### src/design/tpio_params.svh
// Constants for the terminal peripheral I/O decode block
`ifndef TPIO_PARAMS_SVH
`define TPIO_PARAMS_SVH

// =====================================================================
// Port address map
`define TPIO_SCE_BASE       8'h20
`define TPIO_SCE_LAST       8'h26
`define TPIO_BAUD_PORT      8'h28
`define TPIO_ADC_HI_NIBBLE  4'h3

// =====================================================================
// Interrupt entry layout
`define TPIO_VEC_BASE       16'h0010
`define TPIO_VEC_SPACING    16'h0008
`define TPIO_VEC_RESERVED   16'h0010

// =====================================================================
// Timing
`define TPIO_REF_CLK_KHZ    100000
`define TPIO_ADC_CLK_KHZ    780
`define TPIO_ADC_HALF_CYC   (`TPIO_REF_CLK_KHZ / (2 * `TPIO_ADC_CLK_KHZ))
`define TPIO_CONV_TIME_US   100
`define TPIO_START_CYC      4
`define TPIO_DATA_SETTLE    3

// =====================================================================
// Reset values
`define TPIO_DISP_ADDR_RST  12'h000

`endif

### src/design/tpio_pkg.sv
// Types for the terminal peripheral I/O decode block
package tpio_pkg;

  // =====================================================================
  // Converter sequencer
  typedef enum logic [2:0] {
    TPIO_ADC_IDLE,
    TPIO_ADC_START,
    TPIO_ADC_WAIT_LOW,
    TPIO_ADC_WAIT_EOC,
    TPIO_ADC_SETTLE
  } tpio_adc_state_t;

endpackage

### src/design/tpio_sync.sv
// Two-flop synchroniser for pin inputs
`timescale 1ns/1ps

module tpio_sync #(
  parameter int WIDTH = 1
) (
  input  wire logic             clk,
  input  wire logic             rst,
  input  wire logic [WIDTH-1:0] async_in,
  output logic      [WIDTH-1:0] sync_out
);

  logic [WIDTH-1:0] meta_ff;

  // =====================================================================
  // Second stage only reads the first
  always_ff @(posedge clk) begin
    if (rst) begin
      meta_ff  <= '0;
      sync_out <= '0;
    end else begin
      meta_ff  <= async_in;
      sync_out <= meta_ff;
    end
  end

endmodule // tpio_sync

### src/design/tpio_decode.sv
// Peripheral port decode and converter control for the display terminal
`timescale 1ns/1ps
`include "tpio_params.svh"

module tpio_decode
  import tpio_pkg::*;
#(
  parameter logic [15:0] ADC_IRQ_INDEX = 16'h0004,
  parameter int          ADDR_W        = 12
) (
  input  wire logic              REF_CLK,
  input  wire logic              SYS_RST,
  input  wire logic [7:0]        IO_ADDR,
  input  wire logic              IO_RD,
  input  wire logic              IO_WR,
  output logic      [7:0]        IO_RDATA,
  output logic                   IO_RVALID,
  output logic                   SCE_SEL,
  output logic      [2:0]        SCE_REG,
  output logic                   SCE_RD,
  output logic                   SCE_WR,
  output logic                   BAUD_SEL,
  input  wire logic [3:0]        BAUD_SW,
  output logic                   ADC_SEL,
  output logic                   ADC_CLK,
  output logic                   ADC_START,
  output logic                   ADC_ALE,
  output logic      [2:0]        ADC_CHAN,
  output logic                   ADC_OE,
  input  wire logic              ADC_EOC,
  input  wire logic [7:0]        ADC_DATA,
  output logic                   ADC_IRQ,
  output logic      [15:0]       ADC_IRQ_VECTOR,
  output logic                   ADC_BUSY,
  input  wire logic              ROW_END,
  input  wire logic              DISP_ADV,
  input  wire logic              ROW_START_LD,
  input  wire logic [ADDR_W-1:0] ROW_START_VAL,
  output logic      [ADDR_W-1:0] DISP_ADDR
);

  localparam logic [6:0] HALF_CYC = 7'(`TPIO_ADC_HALF_CYC);

  logic [12:0]     sync_in;
  logic [12:0]     sync_q;
  logic            eoc_s;
  logic [7:0]      adc_data_s;
  logic [3:0]      baud_s;
  logic            eoc_d_ff;
  logic            access;
  logic            hit_sce;
  logic            hit_baud;
  logic            hit_adc;
  logic [6:0]      div_ff;
  logic            adc_clk_ff;
  tpio_adc_state_t state_ff;
  logic [2:0]      cnt_ff;
  logic [7:0]      result_ff;
  logic            row_ld_ff;
  logic [ADDR_W-1:0] row_val_ff;

  // =====================================================================
  // Pin input synchronisers
  assign sync_in = {ADC_EOC, ADC_DATA, BAUD_SW};

  tpio_sync #(
    .WIDTH (13)
  ) u_sync (
    .clk      (REF_CLK),
    .rst      (SYS_RST),
    .async_in (sync_in),
    .sync_out (sync_q)
  );

  assign eoc_s      = sync_q[12];
  assign adc_data_s = sync_q[11:4];
  assign baud_s     = sync_q[3:0];

  // =====================================================================
  // Address decode
  assign access   = IO_RD ^ IO_WR;
  assign hit_sce  = (IO_ADDR >= `TPIO_SCE_BASE) && (IO_ADDR <= `TPIO_SCE_LAST);
  assign hit_baud = (IO_ADDR == `TPIO_BAUD_PORT);
  assign hit_adc  = (IO_ADDR[7:4] == `TPIO_ADC_HI_NIBBLE) && !IO_ADDR[3];

  // Select strobes, one-cycle, at most one per access
  always_ff @(posedge REF_CLK) begin
    if (SYS_RST) begin
      SCE_SEL  <= 1'b0;
      SCE_REG  <= 3'h0;
      SCE_RD   <= 1'b0;
      SCE_WR   <= 1'b0;
      BAUD_SEL <= 1'b0;
      ADC_SEL  <= 1'b0;
    end else begin
      SCE_SEL  <= access && hit_sce;
      SCE_REG  <= IO_ADDR[2:0];
      SCE_RD   <= IO_RD && !IO_WR && hit_sce;
      SCE_WR   <= IO_WR && !IO_RD && hit_sce;
      BAUD_SEL <= access && hit_baud;
      ADC_SEL  <= access && hit_adc;
    end
  end

  // =====================================================================
  // Read data return
  always_ff @(posedge REF_CLK) begin
    if (SYS_RST) begin
      IO_RDATA  <= 8'h00;
      IO_RVALID <= 1'b0;
    end else begin
      IO_RVALID <= 1'b0;
      IO_RDATA  <= 8'h00;
      if (IO_RD && !IO_WR && hit_baud) begin
        IO_RDATA  <= {4'h0, baud_s};
        IO_RVALID <= 1'b1;
      end else if (IO_RD && !IO_WR && hit_adc) begin
        IO_RDATA  <= result_ff;
        IO_RVALID <= 1'b1;
      end
    end
  end

  // =====================================================================
  // Converter clock divider
  always_ff @(posedge REF_CLK) begin
    if (SYS_RST) begin
      div_ff     <= 7'h00;
      adc_clk_ff <= 1'b0;
    end else if (div_ff == HALF_CYC - 7'h01) begin
      div_ff     <= 7'h00;
      adc_clk_ff <= !adc_clk_ff;
    end else begin
      div_ff     <= div_ff + 7'h01;
    end
  end

  assign ADC_CLK = adc_clk_ff;

  // =====================================================================
  // Converter sequencer
  always_ff @(posedge REF_CLK) begin
    if (SYS_RST) begin
      state_ff  <= TPIO_ADC_IDLE;
      cnt_ff    <= 3'h0;
      ADC_START <= 1'b0;
      ADC_ALE   <= 1'b0;
      ADC_CHAN  <= 3'h0;
      ADC_OE    <= 1'b0;
      ADC_BUSY  <= 1'b0;
      result_ff <= 8'h00;
    end else begin
      case (state_ff)
        TPIO_ADC_IDLE: begin
          if (IO_WR && !IO_RD && hit_adc) begin
            ADC_CHAN  <= IO_ADDR[2:0];
            ADC_ALE   <= 1'b1;
            ADC_START <= 1'b1;
            ADC_OE    <= 1'b0;
            ADC_BUSY  <= 1'b1;
            cnt_ff    <= 3'h0;
            state_ff  <= TPIO_ADC_START;
          end
        end
        TPIO_ADC_START: begin
          cnt_ff <= cnt_ff + 3'h1;
          if (cnt_ff == 3'(`TPIO_START_CYC - 1)) begin
            ADC_ALE   <= 1'b0;
            ADC_START <= 1'b0;
            state_ff  <= TPIO_ADC_WAIT_LOW;
          end
        end
        TPIO_ADC_WAIT_LOW: begin
          if (!eoc_s) begin
            state_ff <= TPIO_ADC_WAIT_EOC;
          end
        end
        TPIO_ADC_WAIT_EOC: begin
          if (eoc_s) begin
            ADC_OE   <= 1'b1;
            cnt_ff   <= 3'h0;
            state_ff <= TPIO_ADC_SETTLE;
          end
        end
        TPIO_ADC_SETTLE: begin
          cnt_ff <= cnt_ff + 3'h1;
          if (cnt_ff == 3'(`TPIO_DATA_SETTLE)) begin
            result_ff <= adc_data_s;
            ADC_BUSY  <= 1'b0;
            state_ff  <= TPIO_ADC_IDLE;
          end
        end
        default: begin
          state_ff <= TPIO_ADC_IDLE;
        end
      endcase
    end
  end

  // =====================================================================
  // Completion interrupt, set wins over clear by read
  always_ff @(posedge REF_CLK) begin
    if (SYS_RST) begin
      eoc_d_ff <= 1'b0;
      ADC_IRQ  <= 1'b0;
    end else begin
      eoc_d_ff <= ADC_BUSY;
      if (eoc_d_ff && !ADC_BUSY) begin
        ADC_IRQ <= 1'b1;
      end else if (IO_RD && !IO_WR && hit_adc) begin
        ADC_IRQ <= 1'b0;
      end
    end
  end

  // Entry point for the converter interrupt
  always_ff @(posedge REF_CLK) begin
    if (SYS_RST) begin
      ADC_IRQ_VECTOR <= `TPIO_VEC_BASE;
    end else begin
      ADC_IRQ_VECTOR <= 16'(`TPIO_VEC_BASE + ADC_IRQ_INDEX * `TPIO_VEC_SPACING);
    end
  end

  // =====================================================================
  // Display row start address
  always_ff @(posedge REF_CLK) begin
    if (SYS_RST) begin
      row_ld_ff  <= 1'b0;
      row_val_ff <= '0;
      DISP_ADDR  <= ADDR_W'(`TPIO_DISP_ADDR_RST);
    end else begin
      if (ROW_START_LD) begin
        row_ld_ff  <= 1'b1;
        row_val_ff <= ROW_START_VAL;
      end else if (ROW_END) begin
        row_ld_ff  <= 1'b0;
      end
      if (ROW_END) begin
        DISP_ADDR <= row_ld_ff ? row_val_ff : DISP_ADDR + 1'b1;
      end else if (DISP_ADV) begin
        DISP_ADDR <= DISP_ADDR + 1'b1;
      end
    end
  end

endmodule // tpio_decode

### config.mk
export PLATFORM = sky130hd
export DESIGN_NAME = tpio_decode
export DESIGN_NICKNAME = d
export VERILOG_FILES = /design/src/design/tpio_pkg.sv /design/src/design/tpio_sync.sv /design/src/design/tpio_decode.sv
export VERILOG_INCLUDE_DIRS = /design/src /design/src/design
export SDC_FILE = /design/constraint.sdc
export NUM_CORES = 1
export LEC_CHECK = 0
export ABC_AREA = 1
export BUFFER_PORTS_ARGS = -buffer_cell sky130_fd_sc_hd__buf_2
export CORE_MARGIN = 2
export CORE_UTILIZATION = 45
export DETAILED_ROUTE_END_ITERATION = 10
export PLACE_DENSITY = 0.69
export RECOVER_POWER = 50
export REMOVE_ABC_BUFFERS = 1
export SLEW_MARGIN = 20
export SYNTH_ARGS = -nofsm -noshare
export SYNTH_HDL_FRONTEND = slang
export SYNTH_SLANG_ARGS = --single-unit
### constraint.sdc
create_clock -name REF_CLK -period 1.5 [get_ports REF_CLK]
set_input_delay 0.075 -clock REF_CLK [delete_from_list [all_inputs] [get_ports REF_CLK]]
set_output_delay 0.075 -clock REF_CLK [all_outputs]
set_load 0.01 [all_outputs]
# Word-level counts from Yosys, hierarchy flattened
# Index checks and enable logic that the tools add are counted.
dict set report classes {
  addsub 3
  eq_ne 13
  mux 28
  n_lt_le_gt_ge 2
  bitwise_logic 2
  reduce_logical 36
}
# operator count
set op_table {}
lappend op_table {{12-bit two-way mux} 3}
lappend op_table {{3-bit two-way mux} 7}
lappend op_table {{3-bit case mux with 5 select lines} 1}
lappend op_table {{1-bit logical AND} 13}
lappend op_table {{12-bit by 1-bit adder with 12-bit output, second input constant} 1}
lappend op_table {{3-bit AND reduction} 4}
lappend op_table {{2-bit nonzero test} 6}
lappend op_table {{1-bit two-way mux} 10}
lappend op_table {{3-bit by 2-bit == test with 1-bit output, second input constant} 3}
lappend op_table {{3-bit case mux with 3 select lines} 1}
lappend op_table {{8-bit by 6-bit == test with 1-bit output, second input constant} 1}
lappend op_table {{8-bit by 6-bit greater-or-equal comparator with 1-bit output, second input constant} 1}
lappend op_table {{8-bit by 6-bit less-or-equal comparator with 1-bit output, second input constant} 1}
lappend op_table {{4-bit two-way mux} 2}
lappend op_table {{2-bit != test, second input constant} 4}
lappend op_table {{7-bit by 1-bit adder with 7-bit output, second input constant} 1}
lappend op_table {{7-bit by 6-bit == test with 1-bit output, second input constant} 1}
lappend op_table {{6-bit two-way mux} 1}
lappend op_table {{1-bit case mux with 2 select lines} 3}
lappend op_table {{1-bit zero test} 5}
lappend op_table {{5-bit AND reduction} 1}
lappend op_table {{4-bit by 2-bit == test with 1-bit output, second input constant} 1}
lappend op_table {{2-bit AND reduction} 2}
lappend op_table {{2-bit OR reduction} 2}
lappend op_table {{9 further kinds} 9}
dict set report word_totals {
  wordCells 110
  regBits 114
  inputBits 40
  output_inout_bits 54
}

# Logic depth before layout (Yosys ltp)
# Gate-level depths: netlist (run 1).
dict set report logic_depth {
  word_depth 5
  depth_mapped 9
  depth_no_buf 9
}

# Modules after synthesis
# From an unflattened synthesis (run 1), not the netlist that was laid out.
dict set report hier_totals {
  hier_cells 521
  hier_area_um2 3977.6
}
# module cells_each area_each_um2 instances seq_area_each_um2
set by_module_without_submodules {}
lappend by_module_without_submodules {tpio_decode 440 3225.6 1 1461.4}
lappend by_module_without_submodules {tpio_sync 81 752.0 1 520.5}

# Worst setup path after synthesis (run 1)
# No wires, ideal clock.
dict set report synth_path {
  path_type {flip-flop to flip-flop}
  startpoint {reg cnt_ff[0]}
  endpoint {reg ADC_ALE}
  setup_slack_ns 0.244
  path_buffers 0
  arrival_ns 1.123
  setup_time_ns 0.132
  period_less_slack_ns 1.256
  path_stages_with_launch 8
  path_cell_list {dfxtp_1 ha_1 ha_1 inv_1 a31oi_1 nand3_1 nand2_1 a21oi_1}
}
dict set report synth_via {
  elab_chain_cells 3
}
# element line
set synth_rtl {}
lappend synth_rtl {{from (decl)} tpio_decode.sv:57} ;# logic [2:0] cnt_ff;
lappend synth_rtl {{from (signal assigned)} tpio_decode.sv:166} ;# cnt_ff <= cnt_ff + 3'h1;
lappend synth_rtl {{from (signal assigned)} tpio_decode.sv:186} ;# cnt_ff <= cnt_ff + 3'h1;
lappend synth_rtl {{3-bit by 2-bit == test with 1-bit output} tpio_decode.sv:167} ;# if (cnt_ff == 3'(`TPIO_START_CYC - 1)) begin
lappend synth_rtl {{2-bit != test (no line)} -}
lappend synth_rtl {{3-bit AND reduction (no line)} -}
lappend synth_rtl {{to (signal assigned)} tpio_decode.sv:147} ;# ADC_ALE <= 1'b0;
lappend synth_rtl {{to (signal assigned)} tpio_decode.sv:157} ;# ADC_ALE <= 1'b1;
lappend synth_rtl {{to (signal assigned)} tpio_decode.sv:168} ;# ADC_ALE <= 1'b0;
lappend synth_rtl {{to (decl)} tpio_decode.sv:27} ;# output logic ADC_ALE,
# No other way between the ends.
# A chain may end at the register's enable or synchronous reset.

# Final worst setup path (run 1)
dict set report layout_path {
  startpoint {in ROW_END}
  endpoint {reg DISP_ADDR[9]}
}
dict set report layout_via {
  elab_chain_cells 1
}
# element line
set layout_rtl {}
lappend layout_rtl {{from (decl)} tpio_decode.sv:35} ;# input wire logic ROW_END,
lappend layout_rtl {{12-bit two-way mux or 2-bit nonzero test (tied branches)} -}
lappend layout_rtl {{to (signal assigned)} tpio_decode.sv:231} ;# DISP_ADDR <= ADDR_W'(`TPIO_DISP_ADDR_RST);
lappend layout_rtl {{to (signal assigned)} tpio_decode.sv:240} ;# DISP_ADDR <= row_ld_ff ? row_val_ff : DISP_ADDR + 1'b1;
lappend layout_rtl {{to (signal assigned)} tpio_decode.sv:242} ;# DISP_ADDR <= DISP_ADDR + 1'b1;
lappend layout_rtl {{to (decl)} tpio_decode.sv:39} ;# output logic [ADDR_W-1:0] DISP_ADDR
# Parallel ways exist; a longest one is shown, timed or not.

==> qor.txt, run 1 <==
Outcome -> finished clean
Peak per-stage delay on the critical path -> 0.52 ns
FP Rows -> 34
Design Area, Final -> 4890 um2
Max Transition Viols Final -> 0
Critical Path, Cell by Cell -> dlygate4sd3_1 -> buf_2 -> nand2_1 -> buf_4 -> or2_2 -> a21oi_1 -> nor2_1
Number of global-route vias before repair -> 3041
Num ports -> 94
Reg clk slew, reported paths -> 0.10 ns
Initial core utilization -> 45.9%
Core area -> 8640 um2
Met3 routed WL -> 309 um
Layout Skew -> 0.00910 ns
Dpl cells -> 688
H-tree depth -> 3
Cells after Synth -> 512
Wirelength, routed -> 7.99 mm
Final hold vios -> 0
CTS Buffer Depth -> 2
Final HPWL DP -> 5.58 mm
Pre-antenna DRT Iters -> 6
Flops & latches, synth -> 99
Buffers and inverters on the worst path -> 3
Layout cells sized above 1 -> 16.6%
Critical Path Sink Type -> register
Antenna violations before repair -> 0
Buffers on Ports -> 78
Clk_lat worst skew -> 0.35 ns
DR DRC count -> 0
Critical Path Source Type -> primary input
Post-DRT Antenna Nets -> 0
Placed Area -> 4400 um2
Crit path max-delay cell type -> dlygate4sd3_1
Highest routed layer -> met4
Worst Path Arrival -> 1.59 ns
Unrepaired setup endpoints after global routing -> yes
Post-CTS setup buffer count -> 0
Avg Cell Area, Syn -> 7.75 um2
CTS tree -> yes
CTS Root Cell -> clkbuf_8
Register area share after synthesis -> 50.0%
Synth Cell Area -> 3970 um2
Die span in y -> 97.9 um
Die width -> 97.9 um
Final GP Congestion -> 0.793
Num CTS Buffers -> 9
Sink Count -> 99
Library cells used by synthesis -> 38
Routed wire length on met2 -> 3.89 mm
Area delta synth->final -> 23.3%
Final #Nets -> 667
GRT overflow -> 0
Ant. Diodes -> 0
Post-Route M1 WL -> 3.67 mm
Min Tclk post-route -> 1.34 ns
GRT Overall Usage -> 16.8%
Core Util, Final -> 56.6%
Pin count of the biggest net entering global routing -> 36
Via count -> 3357
Max Cap Violations -> 0
Synthesis warning total -> 0
Pwr Density -> 1150 nW/um2
Fill cell count -> 842
Fmax -> 744 MHz
Setup CP Type -> in2reg
Avg WL per Cell -> 10.9 um
Finish-stage setup viols -> 0
Worst-path fanout max -> 8
DR iter-0 viols -> 122
Req. time, crit path -> 1.75 ns
Vias/cell -> 4.57
Fin cells -> 734
Die area -> 9580 um2
Leakage -> 2.15 nW
Worst hold path type -> in2reg
CP top delay family -> buffers and inverters
First-pass GRT wire length -> 13.3 mm
Max VDD drop -> 571 uV
Final Cycle Share -> 89.6%
registers in the layout (all words and copies together) (netlist names), 3 cells and up:
signal           flops
ADC_CHAN             3
DISP_ADDR           12
IO_RDATA             8
SCE_REG              3
cnt_ff               3
div_ff               7
result_ff            8
row_val_ff          12
state_ff             3
u_sync.meta_ff      13
u_sync.sync_out     13
power breakdown:
| group | switching (mW) | internal [mW] | total, mW | leakage, nW |
|---|---|---|---|---|
| clock | 0.958 | 0.804 | 1.76 | 0.103 |
| sequential | 0.105 | 2.77 | 2.88 | 0.811 |
| combinational | 0.599 | 0.394 | 0.994 | 1.23 |
repair_timing:
action	in CTS	in global routing
endpoints found under the hold margin	30	0
gates resized for setup	0	9
hold buffers	30	0
endpoints found under the setup margin	0	11
cell usage after synthesis (all sizes together):
cell type	count	area, um2
dfxtp	99	1980
or2	5	31.3
nor2	105	427
a21oi	37	189
nand3b	2	15.0
a211oi	2	15.0
o21a	1	7.51
mux2i	1	10.0
a31oi	1	6.26
nor3	7	40.0
clkbuf	4	25.0
a22oi	1	7.51
inv	76	285
o31ai	1	7.51
nand3	18	90.1
conb	2	7.51
o2111ai	1	8.76
buf	28	183
nand2	68	280
o21ai	40	219
xor2	2	17.5
ha	6	75.1
nand4	5	37.5
layer usage:
| layer | vias to the layer above | global-route usage [%] |
|---|---|---|
| met5 | - | 0 |
| met4 | 0 | 5.66 |
| met3 | 12 | 4.01 |
| met2 | 67 | 28.8 |
| met1 | 1502 | 20.7 |
| li1 | 1776 | - |
cells in the final DEF (no fill, tap or decap), types with 2 or more instances in the layout:
cell type	synthesis	routed
o21ai_2	5	5
nor3_1	6	5
a21oi_1	36	36
nand4_1	4	4
dfxtp_1	99	98
buf_4	17	9
o21ai_0	32	31
xor2_1	2	2
nor2_2	4	6
conb_1	2	15
nand2_4	2	2
a211oi_1	2	2
nor3_2	1	2
ha_1	6	5
or2_2	4	4
inv_2	3	3
nor2_1	98	96
o21ai_1	3	4
clkbuf_1	3	35
nor2_4	3	3
inv_6	0	3
buf_2	5	43
inv_1	73	73
clkbuf_8	1	9
nand3_1	18	18
dlygate4sd3_1	0	30
nand2_2	4	6
nand3b_1	2	2
nand2_1	62	60
worst paths after layout:
path | start | to | slack, ns | cells past startpoint
worst max register to register | DISP_ADDR[0] | DISP_ADDR[6] | 0.16 | 7
worst max-delay path | ROW_END | DISP_ADDR[9] | 0.16 | 7
worst min register to register | u_sync.meta_ff[0] | u_sync.sync_out[0] | 0.40 | 2
worst min-delay path | ROW_START_VAL[2] | row_val_ff[2] | 0.007 | 3
cell type report:
class | count | area [um2] | share of cell area (%)
Clock buffer | 9 | 124 | 2.53
Clock inverter | 7 | 83.8 | 1.71
Inverter | 76 | 285 | 5.83
Multi-Input combinational cell | 318 | 1560 | 32.0
Sequential cell | 99 | 1980 | 40.6
Tap cell | 108 | 135 | 2.76
Timing Repair Buffer | 117 | 714 | 14.6
metrics by stage:
step           power, mW  worst slack (ns)  hold slack (ns)  TNS [ns]
2_1_floorplan       3.58             0.132            0.144         0
3_3_place_gp        3.83             0.190            0.276         0
3_5_place_dp        3.87             0.137            0.282         0
4_1_cts             5.68             0.128          0.00259         0
5_1_grt             5.95          -0.00894           0.0620  -0.00894
6_report            5.63             0.156          0.00749         0
cell families (layout without fill, tap and decap cells):
family,Yosys count,in the layout,share of synthesized area (%)
AND/OR/NAND/NOR,210,210,23.2
buffers and inverters,108,209,12.4
flip-flops,99,99,50.0
AO/OA/AOI/OAI,84,84,11.6
adder cells (fa/ha/maj),6,6,1.89
other,2,15,0.189
XOR/XNOR,2,2,0.442
multiplexers,1,1,0.252
tightest hold or removal path, stage by stage:
cell and delay [ns]:
buf_2 0.07, o21ai_0 0.07, a21oi_1 0.11
Note: power is estimated with default switching activity, not from simulation.
==> inputs of run 2 (changes only) <==
- ABC_AREA: 1 -> default
==> run 2 against run 1 <==
Effect of this change: power shrank 12%; count of clock-buffer cells in the layout is the same; die area shrank 6.4%; clock skew grew 0.011 ns; wire length shrank 6.0%; sequential power shrank 4%; critical path depth shrank 1; critical endpoint is now IO_RDATA[1].
==> qor.txt, run 2 <==
Outcome -> finished clean
Setup CP Type -> in2reg
Peak per-stage delay on the critical path -> 0.55 ns
Register area share after synthesis -> 53.6%
Sink Count -> 99
Worst hold stages -> 4
Reg-to-reg startpoint -> DISP_ADDR[0]
Antenna violations before repair -> 0
Ant. Diodes -> 0
Fmax -> 706 MHz
Commonest cells after routing, fill and taps aside -> 97 x dfxtp_1, 54 x buf_2, 38 x nor2_1, 36 x nand2_1, 31 x nor2b_1
Design Area, Final -> 4680 um2
Max VDD drop -> 596 uV
Register area -> 1980 um2
Pin count of the biggest net entering global routing -> 58
GRT overflow -> 0
Min-Delay Endpoint -> row_ld_ff
Setup_tns -> 0 ns
Wirelength, routed -> 7.51 mm
Dpl cells -> 559
Fill cell count -> 754
Via count -> 2881
Number of global-route vias before repair -> 2666
WHS -> 0.0509 ns
Cells after Synth -> 383
Largest regs -> u_sync.meta_ff (13), u_sync.sync_out (13)
Critical Path, Cell by Cell -> dlygate4sd3_1 -> clkbuf_1 -> nor3_1 -> nand4b_1 -> nor2_1 -> a22o_1
Initial core utilization -> 45.7%
Die area -> 8960 um2
H-tree depth -> 3
Post-synth top area cell -> dfxtp_1
Ranking of synthesized cells by instance count -> 99 x dfxtp_1, 39 x nor2_1, 36 x nand2_1, 31 x nor2b_1, 24 x a21oi_1
Pwr Density -> 1060 nW/um2
CTS tree -> yes
DR DRC count -> 0
Core area -> 8090 um2
Reg2reg setup slack -> 0.09 ns
Worst hold path type -> in2reg
Post-DRT Antenna Nets -> 0
Avg Cell Area, Syn -> 9.66 um2
Area of the multi-input gates -> 1550 um2
CP top delay family -> simple AND/OR/NAND/NOR gates
Worst r2r path cells -> 5
Die span in y -> 94.7 um
Buffers on Ports -> 78
Worst Path Arrival -> 1.74 ns
Area delta synth->final -> 26.4%
Synthesis warning total -> 0
Leakage -> 1.93 nW
CTS Root Cell -> clkbuf_8
Final #Nets -> 541
Main synth FF type -> dfxtp_1
Synth Cell Area -> 3700 um2
Max Cap Violations -> 0
Pre-antenna DRT Iters -> 4
Library cells used by synthesis -> 46
Final HPWL DP -> 5.12 mm
Num CTS Buffers -> 9
PnR Total Power -> 4.94 mW
EDFF count, synth -> 0
Worst r2r dst -> DISP_ADDR[11]
Placed Area -> 4190 um2
Fin cells -> 605
Critical Path Source Type -> primary input
FFs w/ async S/R, synth -> 0%
Final WS setup -> 0.0826 ns
Worst slack at placement -> 0.0686 ns
Critical Path Sink Type -> register
Max-Slew Margin vs Limit -> 53.2%
Vias/cell -> 4.76
Die width -> 94.7 um
Clk_lat worst skew -> 0.37 ns
Most common cell after layout, fill and taps aside -> dfxtp_1
HP Start -> ROW_END
CTS Buffer Depth -> 2
Crit path max-delay cell type -> dlygate4sd3_1
Top-area cell type share of the netlist area -> 53.6%
DR iter-0 viols -> 54
Final hold vios -> 0
Reg clk slew, reported paths -> 0.12 ns
Req. time, crit path -> 1.83 ns
Min Tclk post-route -> 1.42 ns
Num ports -> 94
Final Cycle Share -> 94.5%
Area contributors post-synth -> dfxtp_1 54%, nor2b_1 5.2%, mux2i_1 4.3%
Core Util, Final -> 57.8%
Final GP Congestion -> 0.846
CP Depth -> 6
Actual slew at the worst max-slew pin -> 0.700 ns
Avg WL per Cell -> 12.4 um
GRT Overall Usage -> 17.3%
Finish-stage setup viols -> 0
Most frequent cell after synthesis -> dfxtp_1
Layout cells sized above 1 -> 19.8%
Buffers and inverters on the worst path -> 2
First-pass GRT wire length -> 12.1 mm
Flops & latches, synth -> 99
Layout Skew -> 0.0201 ns
FP Rows -> 33
Max Transition Viols Final -> 0
Worst-path fanout max -> 4
[run 2: worst max path at each step]
stage	from	to	slack, ns
after floorplan	DISP_ADDR[0]	DISP_ADDR[6]	0.01
after global placement	DISP_ADDR[0]	DISP_ADDR[6]	0.12
after detailed placement	cnt_ff[0]	result_ff[3]	0.07
after CTS	DISP_ADDR[0]	DISP_ADDR[10]	0.06
after global routing	DISP_ADDR[0]	DISP_ADDR[11]	-0.03
final	IO_ADDR[1]	IO_RDATA[1]	0.08
[run 2: layout make-up]
class	instances	area share (%)
inverter	8	0.642
tap	105	2.81
clock inverter	7	1.85
clock buffer	9	2.65
timing repair buffer	122	16.5
multi-input combinational	255	33.2
sequential	99	42.4
[run 2: what timing repair did]
| item | CTS | global route |
|---|---|---|
| endpoints found under the setup margin | 0 | 13 |
| resized for setup | 0 | 7 |
| hold buffers | 28 | 0 |
| buffers inserted | 0 | 2 |
| endpoints found under the hold margin | 31 | 0 |
[run 2: logic make-up after synthesis]
family	Yosys count	synth area share [%]
compound gates	55	9.60
other cells	2	0.203
xor+xnor	12	2.84
simple gates	151	21.3
flops	99	53.6
fa+ha+maj	6	2.03
buf+inv	42	6.16
mux	16	4.33
[run 2: report_power, final]
part	switching, mW	internal (mW)
sequential	0.0481	2.72
combinational	0.217	0.217
clock	1.06	0.675
total	1.33	3.61
[run 2: worst register-to-register path: stages (launching register included)]
cell and delay, ns:
dfxtp_2 0.37, buf_4 0.14, o211ai_1 0.15, nor4_1 0.40
xnor2_1 0.17, a21oi_1 0.08
[run 2: layer usage]
layer	wire length [um]	GRT usage, %	vias to the layer above
li1	-	-	1481
met1	3430	21.4	1319
met2	3610	28.8	70
met3	372	4.71	11
met4	97	6.52	0
met5	0	0	-
